### src/common/ifb_pkg.sv
// Shared constants for the interrupt flag and enable bank
package ifb_pkg;

   // ==========================================================
   // Register select codes on the core data port
   localparam logic [2:0] REG_EDGE     = 3'h0;
   localparam logic [2:0] REG_CTRL_A   = 3'h1;
   localparam logic [2:0] REG_CTRL_B   = 3'h2;
   localparam logic [2:0] REG_CTRL_C   = 3'h3;
   localparam logic [2:0] REG_GRP_TMR  = 3'h4;
   localparam logic [2:0] REG_GRP_PWML = 3'h5;
   localparam logic [2:0] REG_GRP_PWMH = 3'h6;
   localparam int         NUM_REGS     = 7;

   // ==========================================================
   // Reset value and implemented bits of each register
   localparam logic [7:0] REG_RESET = 8'h00;
   localparam logic [7:0] IMPL_MASK [NUM_REGS] = '{8'h0F, 8'h7F, 8'hFF, 8'h33,
                                                   8'hFF, 8'hFF, 8'h33};

   // ==========================================================
   // Edge field positions and codes
   localparam int         EDGE_PIN0_LSB = 0;
   localparam int         EDGE_PIN1_LSB = 2;
   localparam logic [1:0] EDGE_OFF      = 2'h0;
   localparam logic [1:0] EDGE_RISE     = 2'h1;
   localparam logic [1:0] EDGE_FALL     = 2'h2;
   localparam logic [1:0] EDGE_BOTH     = 2'h3;

   // ==========================================================
   // Bit positions in the primary control registers
   localparam logic [2:0] CA_GIE       = 3'h0;
   localparam logic [2:0] CA_PIN0_EN   = 3'h1;
   localparam logic [2:0] CA_PIN1_EN   = 3'h2;
   localparam logic [2:0] CA_G0_EN     = 3'h3;
   localparam logic [2:0] CA_PIN0_REQ  = 3'h4;
   localparam logic [2:0] CA_PIN1_REQ  = 3'h5;
   localparam logic [2:0] CA_G0_REQ    = 3'h6;
   localparam logic [2:0] CB_T0_EN     = 3'h0;
   localparam logic [2:0] CB_T1_EN     = 3'h1;
   localparam logic [2:0] CB_G1_EN     = 3'h2;
   localparam logic [2:0] CB_G2_EN     = 3'h3;
   localparam logic [2:0] CB_T0_REQ    = 3'h4;
   localparam logic [2:0] CB_T1_REQ    = 3'h5;
   localparam logic [2:0] CB_G1_REQ    = 3'h6;
   localparam logic [2:0] CB_G2_REQ    = 3'h7;
   localparam logic [2:0] CC_AD_EN     = 3'h0;
   localparam logic [2:0] CC_LV_EN     = 3'h1;
   localparam logic [2:0] CC_AD_REQ    = 3'h4;
   localparam logic [2:0] CC_LV_REQ    = 3'h5;

   // ==========================================================
   // Dispatchable sources, lowest index has highest priority
   localparam int         NUM_SRC  = 9;
   localparam int         SRC_W    = 4;
   localparam logic [3:0] SRC_PIN0 = 4'h0;
   localparam logic [3:0] SRC_PIN1 = 4'h1;
   localparam logic [3:0] SRC_G0   = 4'h2;
   localparam logic [3:0] SRC_T0   = 4'h3;
   localparam logic [3:0] SRC_T1   = 4'h4;
   localparam logic [3:0] SRC_G1   = 4'h5;
   localparam logic [3:0] SRC_G2   = 4'h6;
   localparam logic [3:0] SRC_AD   = 4'h7;
   localparam logic [3:0] SRC_LV   = 4'h8;

   localparam logic [2:0] SRC_REG [NUM_SRC] = '{REG_CTRL_A, REG_CTRL_A, REG_CTRL_A,
                                               REG_CTRL_B, REG_CTRL_B, REG_CTRL_B,
                                               REG_CTRL_B, REG_CTRL_C, REG_CTRL_C};
   localparam logic [2:0] SRC_REQ_BIT [NUM_SRC] = '{CA_PIN0_REQ, CA_PIN1_REQ, CA_G0_REQ,
                                                   CB_T0_REQ, CB_T1_REQ, CB_G1_REQ,
                                                   CB_G2_REQ, CC_AD_REQ, CC_LV_REQ};
   localparam logic [2:0] SRC_EN_BIT [NUM_SRC] = '{CA_PIN0_EN, CA_PIN1_EN, CA_G0_EN,
                                                  CB_T0_EN, CB_T1_EN, CB_G1_EN,
                                                  CB_G2_EN, CC_AD_EN, CC_LV_EN};

endpackage : ifb_pkg

### src/core/ifb_pin_edge.sv
// Pin synchroniser and selectable edge detector
`timescale 1ns/100ps
module ifb_pin_edge
   import ifb_pkg::*;
(
   input  wire logic       clk,
   input  wire logic       rst,
   input  wire logic       pinIn,
   input  wire logic [1:0] edgeSel,
   output logic            edgePulse
);

   typedef struct packed {
      logic s1;
      logic s2;
      logic prev;
   } ifb_edge_state_t;

   ifb_edge_state_t st_reg;
   ifb_edge_state_t st_next;
   logic            rise;
   logic            fall;

   // ==========================================================
   // Two-stage synchroniser, then one more stage for history
   always_comb begin
      st_next      = st_reg;
      st_next.s1   = pinIn;
      st_next.s2   = st_reg.s1;
      st_next.prev = st_reg.s2;
   end

   always_ff @(posedge clk) begin
      if (rst) begin
         st_reg <= '0;
      end else begin
         st_reg <= st_next;
      end
   end

   assign rise = st_reg.s2 & ~st_reg.prev;
   assign fall = ~st_reg.s2 & st_reg.prev;
   // Code off gives no pulse at all
   assign edgePulse = (rise && (edgeSel == EDGE_RISE || edgeSel == EDGE_BOTH)) ||
                      (fall && (edgeSel == EDGE_FALL || edgeSel == EDGE_BOTH));
endmodule : ifb_pin_edge

### src/core/ifb_prio_pick.sv
// Fixed-priority picker, lowest index wins
`timescale 1ns/100ps
module ifb_prio_pick #(
   parameter int N = 9,
   parameter int W = 4
) (
   input  wire logic [N-1:0] req,
   output logic [W-1:0]      idx,
   output logic              any
);

   always_comb begin
      idx = '0;
      any = |req;
      for (int i = N - 1; i >= 0; i--) begin
         if (req[i]) begin
            idx = W'(i);
         end
      end
   end

endmodule : ifb_prio_pick

### src/core/ifb_irq_bank.sv
// Interrupt flag and enable register bank with request dispatch
`timescale 1ns/100ps
module ifb_irq_bank
   import ifb_pkg::*;
(
   input  wire logic             clk,
   input  wire logic             rst,
   input  wire logic [2:0]       regAddr,
   input  wire logic             regWr,
   input  wire logic [7:0]       regWrData,
   output logic      [7:0]       regRdData,
   input  wire logic             pin0In,
   input  wire logic             pin1In,
   input  wire logic             tick0Evt,
   input  wire logic             tick1Evt,
   input  wire logic             convDoneEvt,
   input  wire logic             lowvoltEvt,
   input  wire logic [3:0]       timerEvt,
   input  wire logic [3:0]       pwmLowEvt,
   input  wire logic [1:0]       pwmHighEvt,
   input  wire logic             stackFull,
   input  wire logic             irqAck,
   output logic                  irqReq,
   output logic      [SRC_W-1:0] irqVector
);

   typedef struct packed {
      logic [NUM_REGS-1:0][7:0] bank;
      logic [7:0]               rdData;
      logic                     irqReq;
      logic [SRC_W-1:0]         irqVec;
   } ifb_bank_state_t;

   ifb_bank_state_t          st_reg;
   ifb_bank_state_t          st_next;
   logic [NUM_REGS-1:0][7:0] hwSet;
   logic [NUM_REGS-1:0][7:0] hwClr;
   logic [NUM_SRC-1:0]       pending;
   logic [SRC_W-1:0]         pickIdx;
   logic                     pickAny;
   logic                     pin0Edge;
   logic                     pin1Edge;
   logic                     take;

   // ==========================================================
   // External pins
   ifb_pin_edge u_pin0 (
      .clk       (clk),
      .rst       (rst),
      .pinIn     (pin0In),
      .edgeSel   (st_reg.bank[REG_EDGE][EDGE_PIN0_LSB +: 2]),
      .edgePulse (pin0Edge)
   );

   ifb_pin_edge u_pin1 (
      .clk       (clk),
      .rst       (rst),
      .pinIn     (pin1In),
      .edgeSel   (st_reg.bank[REG_EDGE][EDGE_PIN1_LSB +: 2]),
      .edgePulse (pin1Edge)
   );

   // ==========================================================
   // Pending requests and priority
   generate
      for (genvar s = 0; s < NUM_SRC; s++) begin : g_pend
         assign pending[s] = st_reg.bank[SRC_REG[s]][SRC_REQ_BIT[s]] &
                             st_reg.bank[SRC_REG[s]][SRC_EN_BIT[s]];
      end
   endgenerate

   ifb_prio_pick #(
      .N (NUM_SRC),
      .W (SRC_W)
   ) u_pick (
      .req (pending),
      .idx (pickIdx),
      .any (pickAny)
   );

   // The core only takes what is currently offered
   assign take = irqAck && st_reg.irqReq;

   // ==========================================================
   // Next state
   always_comb begin
      st_next = st_reg;
      hwSet   = '0;
      hwClr   = '0;

      // Hardware events; flags set regardless of their enables
      hwSet[REG_CTRL_A][CA_PIN0_REQ] = pin0Edge;
      hwSet[REG_CTRL_A][CA_PIN1_REQ] = pin1Edge;
      hwSet[REG_CTRL_B][CB_T0_REQ]   = tick0Evt;
      hwSet[REG_CTRL_B][CB_T1_REQ]   = tick1Evt;
      hwSet[REG_CTRL_C][CC_AD_REQ]   = convDoneEvt;
      hwSet[REG_CTRL_C][CC_LV_REQ]   = lowvoltEvt;
      hwSet[REG_GRP_TMR][7:4]        = timerEvt;
      hwSet[REG_GRP_PWML][7:4]       = pwmLowEvt;
      hwSet[REG_GRP_PWMH][5:4]       = pwmHighEvt;

      // A source reaches its group only through its own enable
      hwSet[REG_CTRL_A][CA_G0_REQ] = |(timerEvt & st_reg.bank[REG_GRP_TMR][3:0]);
      hwSet[REG_CTRL_B][CB_G1_REQ] = |(pwmLowEvt & st_reg.bank[REG_GRP_PWML][3:0]);
      hwSet[REG_CTRL_B][CB_G2_REQ] = |(pwmHighEvt & st_reg.bank[REG_GRP_PWMH][1:0]);

      // Service clears global enable and the primary flag served only;
      // group source flags are left for software
      if (take) begin
         hwClr[REG_CTRL_A][CA_GIE] = 1'b1;
         for (int i = 0; i < NUM_SRC; i++) begin
            if (st_reg.irqVec == SRC_W'(i)) begin
               hwClr[SRC_REG[i]][SRC_REQ_BIT[i]] = 1'b1;
            end
         end
      end

      // Software write, then hardware clear, then hardware set:
      // an event in the clear cycle survives
      for (int r = 0; r < NUM_REGS; r++) begin
         if (regWr && regAddr == 3'(r)) begin
            st_next.bank[r] = regWrData;
         end
         st_next.bank[r] = ((st_next.bank[r] & ~hwClr[r]) | hwSet[r]) &
                           IMPL_MASK[r];
      end

      // Unimplemented bits and the unused select code read zero
      if (regAddr < 3'(NUM_REGS)) begin
         st_next.rdData = st_reg.bank[regAddr] & IMPL_MASK[regAddr];
      end else begin
         st_next.rdData = 8'h00;
      end

      // Offer a request only with global enable and stack room
      st_next.irqReq = st_reg.bank[REG_CTRL_A][CA_GIE] && pickAny &&
                       !stackFull && !take;
      if (pickAny) begin
         st_next.irqVec = pickIdx;
      end
   end

   always_ff @(posedge clk) begin
      if (rst) begin
         st_reg <= '0;
      end else begin
         st_reg <= st_next;
      end
   end

   assign regRdData = st_reg.rdData;
   assign irqReq    = st_reg.irqReq;
   assign irqVector = st_reg.irqVec;
endmodule : ifb_irq_bank

### config.mk
export PLATFORM = sky130hd
export DESIGN_NAME = ifb_irq_bank
export DESIGN_NICKNAME = d
export VERILOG_FILES = /design/src/common/ifb_pkg.sv /design/src/core/ifb_pin_edge.sv /design/src/core/ifb_prio_pick.sv /design/src/core/ifb_irq_bank.sv
export SDC_FILE = /design/constraint.sdc
export NUM_CORES = 1
export LEC_CHECK = 0
export BUFFER_PORTS_ARGS = -buffer_cell sky130_fd_sc_hd__clkbuf_2
export CORE_ASPECT_RATIO = 0.5
export CORE_MARGIN = 5
export CORE_UTILIZATION = 51
export DETAILED_ROUTE_END_ITERATION = 8
export PLACE_DENSITY = 0.74
export SETUP_SLACK_MARGIN = 0.3
export SYNTH_ARGS = -nofsm -noshare
export SYNTH_HDL_FRONTEND = slang
export SYNTH_HIERARCHICAL = 1
export SYNTH_SLANG_ARGS = --single-unit
### constraint.sdc
create_clock -name clk -period 1.82 [get_ports clk]
set_clock_uncertainty 0.1 [all_clocks]
set_input_delay 0.364 -clock clk [delete_from_list [all_inputs] [get_ports clk]]
set_output_delay 0.364 -clock clk [all_outputs]
set_load 0.02 [all_outputs]
==> flow_metrics.tcl <==
set metrics [dict create \
    track_usage_pct 22.6 \
    syn_area_sq_um 3160 \
    fmax_ghz 0.651 \
    synth_ff_type "dfxtp_1" \
    drt_iter0_drc 216 \
    die_area_sq_um 7960 \
    irDropWorstVdd_mv 0.462 \
    ys_ff_latch 62 \
    ant_nets 0 \
    leakagePower_nw 1.77 \
    finalCritPeriodShare_pct 84.4 \
    drc 0 \
    yosysTopAreaCell "dfxtp_1" \
    dpl.hpwl_mm 6.29 \
    rsz0062_at_grt "yes" \
    crit_fanout 5 \
    dieHeight_microns 65.6 \
    via_per_inst 5.50 \
    final.setup.tns_ns 0 \
    status "finished, final reports clean" \
    root_buffer "clkbuf_16" \
    synth.net_count 386 \
    regArea_sq_um 1240 \
    wirelength_mm 8.38 \
    hold_viol 0 \
    layout_common_cells "dfxtp_1 (59), clkbuf_2 (44), nand2_1 (43)" \
    clkSinkCount 62 \
    worstSetupPathType "flop to flop" \
    floorplan.die.width_microns 121 \
    cp.arrival_ns 1.65 \
    final_core_util_pct 63.0 \
    clockBufferDepth 2 \
    async_flop_share_pct 0 \
    synth_warnings 6 \
    largest_reg_flops 43 \
    cp-start-kind "flop" \
    fin_ws_ns 0.284 \
    synth_top_area_share_pct 39.3 \
    num_vias 2674 \
    min_period_ns 1.54 \
    synthCells 349 \
    wire_per_inst_microns 17.2 \
    drv_cap 0 \
    grt_pass1_wl_mm 13.6 \
    synthTopCellsByArea "dfxtp_1 (39%), mux2i_1 (9.2%), nand2_1 (5.1%), mux2_2 (4.3%), buf_4 (3.3%)" \
    layout.cells.most_common "dfxtp_1" \
    coreArea_sq_um 6030 \
    max-slew-margin-rel_pct 71.5 \
    cp-end-kind "flop" \
    power_density_nw_per_um2 889 \
    critical_path_required_ns 1.94 \
    drive_gt1_share_pct 27.1 \
    timing.hold.ws_ns 0.0998 \
    tritoncts "done" \
    start_util_pct 52.3 \
    grt_max_degree 27 \
    firstDrtPassIters 4 \
    grt_pass1_vias 2630 \
    synth-edff-count 0 \
    dpl_worst_slack_ns 0.116 \
    clkLatencyLatePin_ns 0.33 \
    hold_buffers 0 \
    tightest_slew_ns 0.421 \
    synthToLayoutAreaGrowth_pct 20.5 \
    ys_types 49 \
    gr-total-overflow 0 \
    nets 430 \
    cts_made_buffers 9 \
    clkTransAtPathRegs_ns 0.05 \
    gp_congestion 0.894 \
    antenna_found_initial 0 \
    io_pins 45 \
    io_buffers 44 \
    nFillCells 505 \
    multi_input_area_sq_um 1710 \
    syn_avg_cell_area_sq_um 9.04 \
    finalSetupViolCount 0 \
    slew_violations 0 \
    h-tree-depth 3 \
    hold_class "primary input to flop" \
    ys_seq_area_share_pct 39.3 \
    antenna_cells 0 \
    rows 20 \
]
## worst paths after layout
check	endpoint	cells after the start	slack [ns]	from
worst max-delay path	irqVector[0]$_SDFFE_PP0P_	6	0.28	st_reg[27]$_SDFF_PP0_
worst max register to register	irqVector[0]$_SDFFE_PP0P_	6	0.28	st_reg[27]$_SDFF_PP0_
worst min-delay path	irqReq$_SDFF_PP0_	2	0.1	stackFull
worst min register to register	u_pin0/st_next[0]$_SDFF_PP0_	1	0.33	u_pin0/st_next[1]$_SDFF_PP0_
## worst max-delay path, stage by stage (launching register included)
cell      delay, ns
dfxtp_2        0.33
and2_4         0.18
nor4_4         0.31
nand3b_1       0.14
buf_6          0.16
mux2i_1        0.14
nor2_1         0.06
## through the flow
step | instance area, sq um | std cells | total power [W]
2_1_floorplan | 3220 | 349 | 0.00168
3_3_place_gp | 3450 | 467 | 0.00179
3_5_place_dp | 3450 | 467 | 0.00180
4_1_cts | 3780 | 486 | 0.00340
5_1_grt | 3800 | 486 | 0.00352
6_report | 3800 | 486 | 0.00338
## logic make-up (layout without fill, tap and decap cells)
| family | after synthesis | after routing | synth area share [%] |
|---|---|---|---|
| AO/OA/AOI/OAI | 69 | 69 | 14.8 |
| adder cells (fa/ha/maj) | 5 | 5 | 1.98 |
| buffers and inverters | 48 | 97 | 8.33 |
| flip-flops | 62 | 62 | 39.3 |
| multiplexers | 43 | 43 | 14.4 |
| AND/OR/NAND/NOR | 122 | 122 | 21.1 |
## synth_stat cells (all sizes together) (6+ instances only)
cell type / n
nor2b: 14
nor2: 22
and2: 9
a21oi: 20
buf: 23
a221oi: 6
dfxtp: 62
a31oi: 8
nand2: 43
nand3b: 7
inv: 20
mux2i: 29
mux2: 14
a22oi: 6
## area by class of cell
type	instances	share of cell area, %
Tap cell	88	2.90
Clock buffer	16	7.40
Sequential cell	62	32.7
Inverter	20	2.30
Timing Repair Buffer	61	9.58
Multi-Input combinational cell	239	45.1
## layer usage
metal	up-vias	GRT usage (%)	share of wire, %
met4	0	8.94	0.74
met2	93	32.6	41
met5	-	0	0
met1	1260	30.8	51
met3	9	7.74	7.9
li1	1312	-	-
## report_power, final
part	total, W	internal, W	switching [W]
clock network	0.00159	0.00103	0.000560
logic	0.000338	0.000149	0.000189
registers	0.00145	0.00141	0.0000357
## what timing repair did
action,CTS,global route
pin swaps,3,3
cloned,0,0
setup buffers,3,0
gates resized for setup,8,8
endpoints found under the setup margin,6,8
Power figures use the tool's default switching activity.
